--- config.mk ---
export PLATFORM = sky130hd
export DESIGN_NAME = boundary_scan_tap
export DESIGN_NICKNAME = d
export VERILOG_FILES = /design/src/logic/boundary_scan_tap.v /design/src/logic/scan_shift_reg.v
export VERILOG_INCLUDE_DIRS = /design/src /design/src/logic
export SDC_FILE = /design/constraint.sdc
export NUM_CORES = 1
export LEC_CHECK = 0
export ABC_CLOCK_PERIOD_IN_PS = 2000
export BUFFER_PORTS_ARGS = -buffer_cell sky130_fd_sc_hd__buf_2
export CAP_MARGIN = 25
export CORE_ASPECT_RATIO = 1.75
export CORE_UTILIZATION = 54
export CTS_CLUSTER_DIAMETER = 50
export DETAILED_ROUTE_END_ITERATION = 6
export PLACE_DENSITY_LB_ADDON = 0.08
export SYNTH_ARGS = -nofsm -noshare
export SYNTH_HDL_FRONTEND = slang
export SYNTH_SLANG_ARGS = --single-unit
--- constraint.sdc ---
create_clock -name CORE_CLK -period 2 [get_ports CORE_CLK]
set_clock_uncertainty 0.15 [all_clocks]
set_input_delay 0.4 -clock CORE_CLK [delete_from_list [all_inputs] [get_ports CORE_CLK]]
set_output_delay 0.4 -clock CORE_CLK [all_outputs]
set_load 0.01 [all_outputs]
--- src/logic/tap_consts.vh ---
// Constants for the boundary-scan test access port
`ifndef TAP_CONSTS_VH
`define TAP_CONSTS_VH
// Instruction register
`define IR_WIDTH        3
`define IR_CAPTURE      3'h1
`define INS_EXTEST      3'h0
`define INS_IDCODE      3'h1
`define INS_SAMPLE      3'h2
`define INS_CLAMP       3'h3
`define INS_HIGHZ       3'h4
`define INS_BYPASS      3'h7
// Identification register layout (values arbitrary, not any real part)
`define ID_WIDTH        32
`define ID_VERSION      4'h0
`define ID_PART         16'h5A5A
`define ID_MAKER        11'h0F0
`define ID_MARKER       1'h1
// Boundary register length
`define BSR_WIDTH       8
// Tester reset sync, TAP state count
`define SYNC_RESET      2'h0
`define TAP_STATES      16
`endif

--- src/logic/boundary_scan_tap.v ---
// Boundary-scan test access port: TAP controller, instruction and data registers
//
// Contract
// Power-up sits in test-logic-reset; IDCODE current; system logic runs normally.
// Select-DR-scan: low to capture-DR, high to select-IR-scan; registers hold.
// Capture-DR loads selected register if loadable; low to shift-DR, high exit1-DR.
// Shift-DR shifts selected register from data in toward data out.
// Exit1-DR: high to update-DR, low to pause-DR.
// Pause-DR halts shifting; stays on low, high to exit2-DR.
// Exit2-DR: high to update-DR, low back to shift-DR.
// Falling edge in update-DR copies shift paths into output latches.
// Select-IR-scan: low to capture-IR, high to test-logic-reset.
// Capture-IR loads fixed value; high to exit1-IR, low to shift-IR.
// Shift-IR shifts instruction while low; high to exit1-IR; others hold.
// Exit1/exit2-IR high to update-IR; low to pause-IR or shift-IR.
// Pause-IR holds; stays on low, high to exit2-IR.
// Update-IR falling edge latches instruction; low to idle, high select-DR.
// Instruction register is 3-bit shift stage plus 3-bit latch.
// 010 sample/preload, 000 extest select boundary; 111 bypass.
// Clamp 011 drives boundary outputs, bypass path; high-Z 100, IDCODE 001.
// Sample captures pin states without disturbing operation; shifts serial data.
// Bypass routes data through one-bit register; function untouched.
// Extest drives outputs from boundary latches; boundary path; captures inputs.
// High-Z floats all outputs; bypass register in path.
// IDCODE loads 32-bit ID in capture-DR, LSB 1, maker, part, version.
// Reset stays on high, low to idle; idle stays low, high select-DR.
// Test reset low forces reset state; five high edges reach it.
// Capture-IR value ends in 01; data out driven only in shift states.
`default_nettype none
`include "tap_consts.vh"
module boundary_scan_tap (
  // Core clock and reset
  input  wire                  CORE_CLK,
  input  wire                  RESET,
  // Tester pins
  input  wire                  TEST_CLOCK,
  input  wire                  TEST_MODE_SELECT,
  input  wire                  TEST_DATA_IN,
  input  wire                  TEST_RESET_N,
  output reg                   TEST_DATA_OUT,
  output wire                  TEST_DATA_OUT_OE_N,
  // System pins seen by the boundary register
  input  wire [`BSR_WIDTH-1:0] SYS_PIN_IN,
  input  wire [`BSR_WIDTH-1:0] SYS_OUT_FUNC,
  output reg  [`BSR_WIDTH-1:0] SYS_OUT,
  output reg                   SYS_OUT_FLOAT
);
  // One-hot TAP states
  localparam [15:0] ST_RESET   = 16'h0001;
  localparam [15:0] ST_IDLE    = 16'h0002;
  localparam [15:0] ST_SEL_DR  = 16'h0004;
  localparam [15:0] ST_CAP_DR  = 16'h0008;
  localparam [15:0] ST_SH_DR   = 16'h0010;
  localparam [15:0] ST_EX1_DR  = 16'h0020;
  localparam [15:0] ST_PAU_DR  = 16'h0040;
  localparam [15:0] ST_EX2_DR  = 16'h0080;
  localparam [15:0] ST_UPD_DR  = 16'h0100;
  localparam [15:0] ST_SEL_IR  = 16'h0200;
  localparam [15:0] ST_CAP_IR  = 16'h0400;
  localparam [15:0] ST_SH_IR   = 16'h0800;
  localparam [15:0] ST_EX1_IR  = 16'h1000;
  localparam [15:0] ST_PAU_IR  = 16'h2000;
  localparam [15:0] ST_EX2_IR  = 16'h4000;
  localparam [15:0] ST_UPD_IR  = 16'h8000;

  // Pin synchronisers, two flops each
  reg  [1:0] clk_sync_reg;
  reg  [1:0] tms_sync_reg;
  reg  [1:0] tdi_sync_reg;
  reg  [1:0] trst_sync_reg;
  reg        clk_prev_reg;
  wire       tck_rise;
  wire       tck_fall;
  wire       tms;
  wire       tdi;
  wire       trst_active;

  // Controller and registers
  reg  [15:0]           state_reg;
  reg  [15:0]           state_next;
  reg  [`IR_WIDTH-1:0]  ir_shift_reg;
  reg  [`IR_WIDTH-1:0]  ir_reg;
  reg                   bypass_reg;
  reg  [`ID_WIDTH-1:0]  id_shift_reg;
  wire                  bsr_sel;
  wire                  id_sel;
  wire                  bsr_serial;
  wire [`BSR_WIDTH-1:0] bsr_latch;
  reg  [`BSR_WIDTH-1:0] pin_meta_reg;
  reg  [`BSR_WIDTH-1:0] pin_sync_reg;
  wire [`ID_WIDTH-1:0]  id_code;
  wire                  drives_outputs;
  reg                   serial_bit;

  // Decide which data register an instruction selects
  function [1:0] dr_select;
    input [`IR_WIDTH-1:0] ins;
    begin
      case (ins)
        `INS_EXTEST: dr_select = 2'h1;
        `INS_SAMPLE: dr_select = 2'h1;
        `INS_IDCODE: dr_select = 2'h2;
        default:     dr_select = 2'h0;
      endcase
    end
  endfunction

  // Sample tester and system pins into the core clock domain
  always @(posedge CORE_CLK) begin
    if (RESET) begin
      clk_sync_reg  <= `SYNC_RESET;
      tms_sync_reg  <= `SYNC_RESET;
      tdi_sync_reg  <= `SYNC_RESET;
      trst_sync_reg <= `SYNC_RESET;
      clk_prev_reg  <= 1'b0;
    end else begin
      clk_sync_reg  <= {clk_sync_reg[0], TEST_CLOCK};
      tms_sync_reg  <= {tms_sync_reg[0], TEST_MODE_SELECT};
      tdi_sync_reg  <= {tdi_sync_reg[0], TEST_DATA_IN};
      trst_sync_reg <= {trst_sync_reg[0], TEST_RESET_N};
      clk_prev_reg  <= clk_sync_reg[1];
      pin_meta_reg  <= SYS_PIN_IN;        // System pins, first flop
      pin_sync_reg  <= pin_meta_reg;      // Only this flop feeds the boundary register
    end
  end

  // Edge strobes of the test clock
  assign tck_rise    = clk_sync_reg[1] & ~clk_prev_reg;
  assign tck_fall    = ~clk_sync_reg[1] & clk_prev_reg;
  assign tms         = tms_sync_reg[1];
  assign tdi         = tdi_sync_reg[1];
  assign trst_active = ~trst_sync_reg[1];

  // Next-state decode on mode select
  always @* begin
    case (state_reg)
      ST_RESET: begin
        if (tms) begin
          state_next = ST_RESET;
        end else begin
          state_next = ST_IDLE;
        end
      end
      ST_IDLE: begin
        if (tms) begin
          state_next = ST_SEL_DR;
        end else begin
          state_next = ST_IDLE;
        end
      end
      ST_SEL_DR: begin
        if (tms) begin
          state_next = ST_SEL_IR;
        end else begin
          state_next = ST_CAP_DR;
        end
      end
      ST_CAP_DR: begin
        if (tms) begin
          state_next = ST_EX1_DR;
        end else begin
          state_next = ST_SH_DR;
        end
      end
      ST_SH_DR: begin
        if (tms) begin
          state_next = ST_EX1_DR;
        end else begin
          state_next = ST_SH_DR;
        end
      end
      ST_EX1_DR: begin
        if (tms) begin
          state_next = ST_UPD_DR;
        end else begin
          state_next = ST_PAU_DR;
        end
      end
      ST_PAU_DR: begin
        if (tms) begin
          state_next = ST_EX2_DR;
        end else begin
          state_next = ST_PAU_DR;
        end
      end
      ST_EX2_DR: begin
        if (tms) begin
          state_next = ST_UPD_DR;
        end else begin
          state_next = ST_SH_DR;
        end
      end
      ST_UPD_DR: begin
        if (tms) begin
          state_next = ST_SEL_DR;
        end else begin
          state_next = ST_IDLE;
        end
      end
      ST_SEL_IR: begin
        if (tms) begin
          state_next = ST_RESET;
        end else begin
          state_next = ST_CAP_IR;
        end
      end
      ST_CAP_IR: begin
        if (tms) begin
          state_next = ST_EX1_IR;
        end else begin
          state_next = ST_SH_IR;
        end
      end
      ST_SH_IR: begin
        if (tms) begin
          state_next = ST_EX1_IR;
        end else begin
          state_next = ST_SH_IR;
        end
      end
      ST_EX1_IR: begin
        if (tms) begin
          state_next = ST_UPD_IR;
        end else begin
          state_next = ST_PAU_IR;
        end
      end
      ST_PAU_IR: begin
        if (tms) begin
          state_next = ST_EX2_IR;
        end else begin
          state_next = ST_PAU_IR;
        end
      end
      ST_EX2_IR: begin
        if (tms) begin
          state_next = ST_UPD_IR;
        end else begin
          state_next = ST_SH_IR;
        end
      end
      ST_UPD_IR: begin
        if (tms) begin
          state_next = ST_SEL_DR;
        end else begin
          state_next = ST_IDLE;
        end
      end
      default:   state_next = ST_RESET;
    endcase
  end

  // Controller steps on each rising test clock edge
  always @(posedge CORE_CLK) begin
    if (RESET || trst_active) begin
      state_reg <= ST_RESET;
    end else if (tck_rise) begin
      state_reg <= state_next;
    end
  end

  // Instruction shift stage: fixed capture, shift toward bit 0
  always @(posedge CORE_CLK) begin
    if (RESET) begin
      ir_shift_reg <= `IR_CAPTURE;
    end else if (tck_rise && state_reg == ST_CAP_IR) begin
      ir_shift_reg <= `IR_CAPTURE;
    end else if (tck_rise && state_reg == ST_SH_IR) begin
      ir_shift_reg <= {tdi, ir_shift_reg[`IR_WIDTH-1:1]};
    end
  end

  // Current instruction: IDCODE in reset, latched on falling edge in update-IR
  always @(posedge CORE_CLK) begin
    if (RESET || trst_active || state_reg == ST_RESET) begin
      ir_reg <= `INS_IDCODE;
    end else if (tck_fall && state_reg == ST_UPD_IR) begin
      ir_reg <= ir_shift_reg;
    end
  end

  assign bsr_sel = (dr_select(ir_reg) == 2'h1);
  assign id_sel  = (dr_select(ir_reg) == 2'h2);

  // Bypass: captures zero, one-bit shift path
  always @(posedge CORE_CLK) begin
    if (RESET) begin
      bypass_reg <= 1'b0;
    end else if (tck_rise && !bsr_sel && !id_sel) begin
      if (state_reg == ST_CAP_DR) begin
        bypass_reg <= 1'b0;
      end else if (state_reg == ST_SH_DR) begin
        bypass_reg <= tdi;
      end
    end
  end

  // Identification code, fixed layout
  assign id_code = {`ID_VERSION, `ID_PART, `ID_MAKER, `ID_MARKER};

  // Identification shift path
  always @(posedge CORE_CLK) begin
    if (RESET) begin
      id_shift_reg <= {`ID_WIDTH{1'b0}};
    end else if (tck_rise && id_sel) begin
      if (state_reg == ST_CAP_DR) begin
        id_shift_reg <= id_code;
      end else if (state_reg == ST_SH_DR) begin
        id_shift_reg <= {tdi, id_shift_reg[`ID_WIDTH-1:1]};
      end
    end
  end

  // Boundary register: capture pins, shift, latch in update-DR
  scan_shift_reg #(
    .WIDTH (`BSR_WIDTH)
  ) u_bsr (
    .clk          (CORE_CLK),
    .rst          (RESET),
    .capture      (tck_rise && bsr_sel && state_reg == ST_CAP_DR),
    .shift        (tck_rise && bsr_sel && state_reg == ST_SH_DR),
    .update       (tck_fall && bsr_sel && state_reg == ST_UPD_DR),
    .serial_in    (tdi),
    .capture_data (pin_sync_reg),
    .serial_out   (bsr_serial),
    .parallel_out (bsr_latch)
  );

  // Serial output source by state and instruction
  always @* begin
    if (state_reg == ST_SH_IR) begin
      serial_bit = ir_shift_reg[0];
    end else if (bsr_sel) begin
      serial_bit = bsr_serial;
    end else if (id_sel) begin
      serial_bit = id_shift_reg[0];
    end else begin
      serial_bit = bypass_reg;
    end
  end

  // Data out changes on the falling edge of the test clock
  always @(posedge CORE_CLK) begin
    if (RESET) begin
      TEST_DATA_OUT <= 1'b0;
    end else if (tck_fall) begin
      TEST_DATA_OUT <= serial_bit;
    end
  end

  // Driven only in the two shift states, released otherwise
  assign TEST_DATA_OUT_OE_N = ~(state_reg == ST_SH_DR || state_reg == ST_SH_IR);

  // Extest and clamp take outputs from the boundary latches
  assign drives_outputs = (ir_reg == `INS_EXTEST) || (ir_reg == `INS_CLAMP);

  // System output mux: normal function unless a test instruction owns the pins
  always @(posedge CORE_CLK) begin
    if (RESET) begin
      SYS_OUT       <= {`BSR_WIDTH{1'b0}};
      SYS_OUT_FLOAT <= 1'b0;
    end else begin
      SYS_OUT       <= drives_outputs ? bsr_latch : SYS_OUT_FUNC;
      SYS_OUT_FLOAT <= (ir_reg == `INS_HIGHZ);
    end
  end
endmodule
`default_nettype wire

--- src/logic/scan_shift_reg.v ---
// Shift path with latched parallel output, used for the boundary register
`default_nettype none
module scan_shift_reg #(
  parameter WIDTH = 8
) (
  input  wire             clk,
  input  wire             rst,
  input  wire             capture,
  input  wire             shift,
  input  wire             update,
  input  wire             serial_in,
  input  wire [WIDTH-1:0] capture_data,
  output wire             serial_out,
  output reg  [WIDTH-1:0] parallel_out
);
  reg [WIDTH-1:0] shift_reg;

  assign serial_out = shift_reg[0];

  // Capture, shift toward bit 0, or hold
  always @(posedge clk) begin
    if (rst) begin
      shift_reg <= {WIDTH{1'b0}};
    end else if (capture) begin
      shift_reg <= capture_data;
    end else if (shift) begin
      shift_reg <= {serial_in, shift_reg[WIDTH-1:1]};
    end
  end

  // Output latch loads only on update, so shifting leaves it stable
  always @(posedge clk) begin
    if (rst) begin
      parallel_out <= {WIDTH{1'b0}};
    end else if (update) begin
      parallel_out <= shift_reg;
    end
  end
endmodule
`default_nettype wire

==> metrics.md <==
| Metric | Value |
|---|---|
| CTS tree | done |
| Ys Warns | 0 |
| Vias | 3761 |
| Port bufs | 32 |
| Most numerous cell in the Yosys netlist | dfxtp_1 |
| Detail Route Antenna Nets | 0 |
| CORE AREA | 8020 sq um |
| R2r setup slk | -250 ps |
| Routability cong. | 0.937 |
| PwrDens | 680 nW/um^2 |
| Largest cells by area after synthesis | dfxtp_1 (40%), edfxtp_1 (11%), nor2_1 (5.8%), mux2i_1 (5.7%), a21oi_1 (3.0%) |
| Critical path's top delay family | simple AND/OR/NAND/NOR gates |
| WHS | 88.2 ps |
| Nature of the critical path endpoint | primary output |
| Mapped Cells | 466 |
| Final hold vios | 0 |
| Tot GR Track Use | 0.247 |
| Slew headroom | 0.550 |
| Outcome | complete, but fails checks |
| Hold depth | 1 |
| Final setup violation count | 46 |
| Max-cap violations | 0 |
| Crit share post-route | 1.16 |
| Worst Path Required | 1450 ps |
| DIE AREA | 8790 sq um |
| Avg Cell Area, Syn | 9.74 sq um |
| Skew-Pair Late Insertion Delay | 330 ps |
| Largest net degree at the start of global routing | 61 |
| Routed wire length | 11200 um |
| DRC | 0 |
| Root Driver | clkbuf_16 |
| Share of cells above drive strength 1 | 0.377 |
| Post-route setup TNS | -8510 ps |
| Clock tree buffer depth | 2 |
| Sequential area share after synthesis | 0.503 |
| Placed inst area | 5060 sq um |
| Ys async rst share | 0 |
| CP startpoint kind | register |
| Initial antenna violation count | 0 |
| Mapped Nets | 488 |
| Dominant synthesized flop cell | dfxtp_1 |
| Crit path DAT | 1770 ps |
| Ant diodes | 0 |
| Die X | 71.3 um |
| Fillcell total | 605 |
| RSZ-0062 raised after global routing | true |
| Height of the die | 123 um |
| Yosys cell types | 54 |
| Worst R2R Path Depth | 7 |
| Leak | 2.18 nW |
| Crit-path cells | or4_4 -> buf_4 -> nor3_4 -> a31oi_1 -> buf_2 |
| Final Cell Area | 5880 sq um |
| DR vias/cell | 5.89 |
| Hold worst-path end | pin_meta_reg[3]$_DFFE_PN_ |
| Reg-to-reg startpoint | state_reg[10]$_SDFFE_PP0P_ |
| WP buf/inv | 2 |
| Slowest stage delay, CP | 550 ps |
| Tightest Pin Transition | 676 ps |
| DR WL/cell | 17.5 um |
| Flip-flop and latch count after synthesis | 106 |
| Post-synthesis instance area | 4540 sq um |
| # IOs | 33 |
| Number of synthesized flops with an enable pin | 16 |
| Initial Util | 0.566 |
| Area growth, synth to finish | 29.7% |
| Total CTS buffers | 9 |
| Clock slew at reported path FFs | 70 ps |
| Worst hold path class | in -> reg |
| Final Core Density | 0.734 |
| First-pass GRT wire length | 16800 um |
| Final nets | 566 |
| DP HPWL | 7310 um |
| Site row count | 43 |
| Pre-CTS setup slack | -197 ps |
| Setup ws final | -324 ps |
| Drt pass-1 iters | 5 |
| Hold path start | SYS_PIN_IN[3] |
| Vias in the first global route | 3535 |
| Peak VDD IR | 1.07 mV |
| Peak Freq | 430 MHz |
| H-tree Lvls | 3 |
| CP Class | reg -> out |
| Synth top area share | 0.397 |
| Crit-path slowest cell | or4_4 |
| DRT iter0 DRCs | 277 |
| Top cells by count, synth | dfxtp_1 (90), nor2_1 (70), a21oi_1 (27), mux2i_1 (26), o21ai_0 (26) |
| Post-synth top area cell | dfxtp_1 |
| Final Slew Violations | 0 |
| Grt total ovfl | 0 |
| CP max FO | 3 |
| Max FFs per register | 32 |
| Min cycle time layout | 2320 ps |
| Failing checks | setup timing |
| Reg-to-Reg End | u_bsr.shift_reg[0]$_SDFFE_PP0P_ |
| CTS Sinks | 106 |
==> per-layer routing <==
layer / GRT usage / vias to the layer above / part of all wire
met4: 0.115 / 0 / 0.036
li1: - / 1805 / -
met5: 0 / - / 0
met1: 0.276 / 1820 / 0.38
met3: 0.0285 / 29 / 0.029
met2: 0.463 / 107 / 0.56
==> logic make-up (layout without fill, tap and decap cells) <==
kind of cell / after synthesis / count (layout) / synth area share
AO/OA/AOI/OAI: 97 / 97 / 0.143
XOR/XNOR: 10 / 10 / 0.0193
buffers and inverters: 58 / 141 / 0.0742
flip-flops: 106 / 106 / 0.503
multiplexers: 26 / 26 / 0.0574
AND/OR/NAND/NOR: 169 / 169 / 0.203
==> worst reg2reg max path: cells and delay by family, from the launching register on <==
family          cells  cell delay, ps
compound gates      1             200
buf+inv             2             280
simple gates        4            1210
flops               1             330
==> stage by stage <==
stage,instances,power (W)
2_1_floorplan,466,0.00235
3_3_place_gp,604,0.00241
3_5_place_dp,604,0.00241
4_1_cts,626,0.00403
5_1_grt,639,0.00413
6_report,639,0.00400
==> cells in the final DEF, fill, tap and decap left out, types with 6 or more instances in the layout <==
cell,n
buf_4,53
dfxtp_1,83
inv_1,18
nor2b_1,12
nor3_1,6
buf_2,32
buf_6,13
clkbuf_16,11
nand2_1,19
nand4_1,10
dfxtp_2,7
xor2_1,6
nor2_1,64
a21oi_2,11
edfxtp_1,16
mux2i_1,25
nor4_1,6
nand3_1,6
a21oi_1,16
o21ai_0,20
a22oi_2,18
a211oi_2,7
==> layout make-up <==
type	count	area (sq um)	area share
clock buffer	9	225	0.0383
inverter	18	67.6	0.0115
multi-input combinational	302	2240	0.381
timing repair buffer	107	892	0.152
sequential	106	2290	0.389
tap	90	113	0.0191
clock inverter	7	52.6	0.00893
==> worst max-delay path by stage <==
stage / from / end / slack [ps] / cells past startpoint
2_1_floorplan: state_reg[5]$_SDFFE_PP0P_ / id_shift_reg[19]$_SDFFE_PP0P_ / -220 / 7
3_3_place_gp: state_reg[5]$_SDFFE_PP0P_ / id_shift_reg[24]$_SDFFE_PP0P_ / -170 / 5
3_5_place_dp: state_reg[5]$_SDFFE_PP0P_ / id_shift_reg[16]$_SDFFE_PP0P_ / -200 / 5
4_1_cts: state_reg[10]$_SDFFE_PP0P_ / TEST_DATA_OUT_OE_N / -300 / 5
5_1_grt: state_reg[2]$_SDFFE_PP0P_ / TEST_DATA_OUT_OE_N / -420 / 5
6_report: state_reg[10]$_SDFFE_PP0P_ / TEST_DATA_OUT_OE_N / -320 / 5
==> report_power, final <==
part           total (W)  switching (W)  internal [W]
clock            0.00163       0.000779      0.000853
sequential       0.00223      0.0000201       0.00221
combinational   0.000138      0.0000838     0.0000538
total            0.00400       0.000883       0.00312
==> timing repair <==
action / CTS / global route
endpoints found under the hold margin: 0 / 0
cloned: 1 / 3
setup endpoints to repair: 44 / 60
setup buffers: 5 / 11
resized for setup: 10 / 78
hold buffers: 0 / 0
pin swaps: 4 / 30
Power figures use the tool's default switching activity.
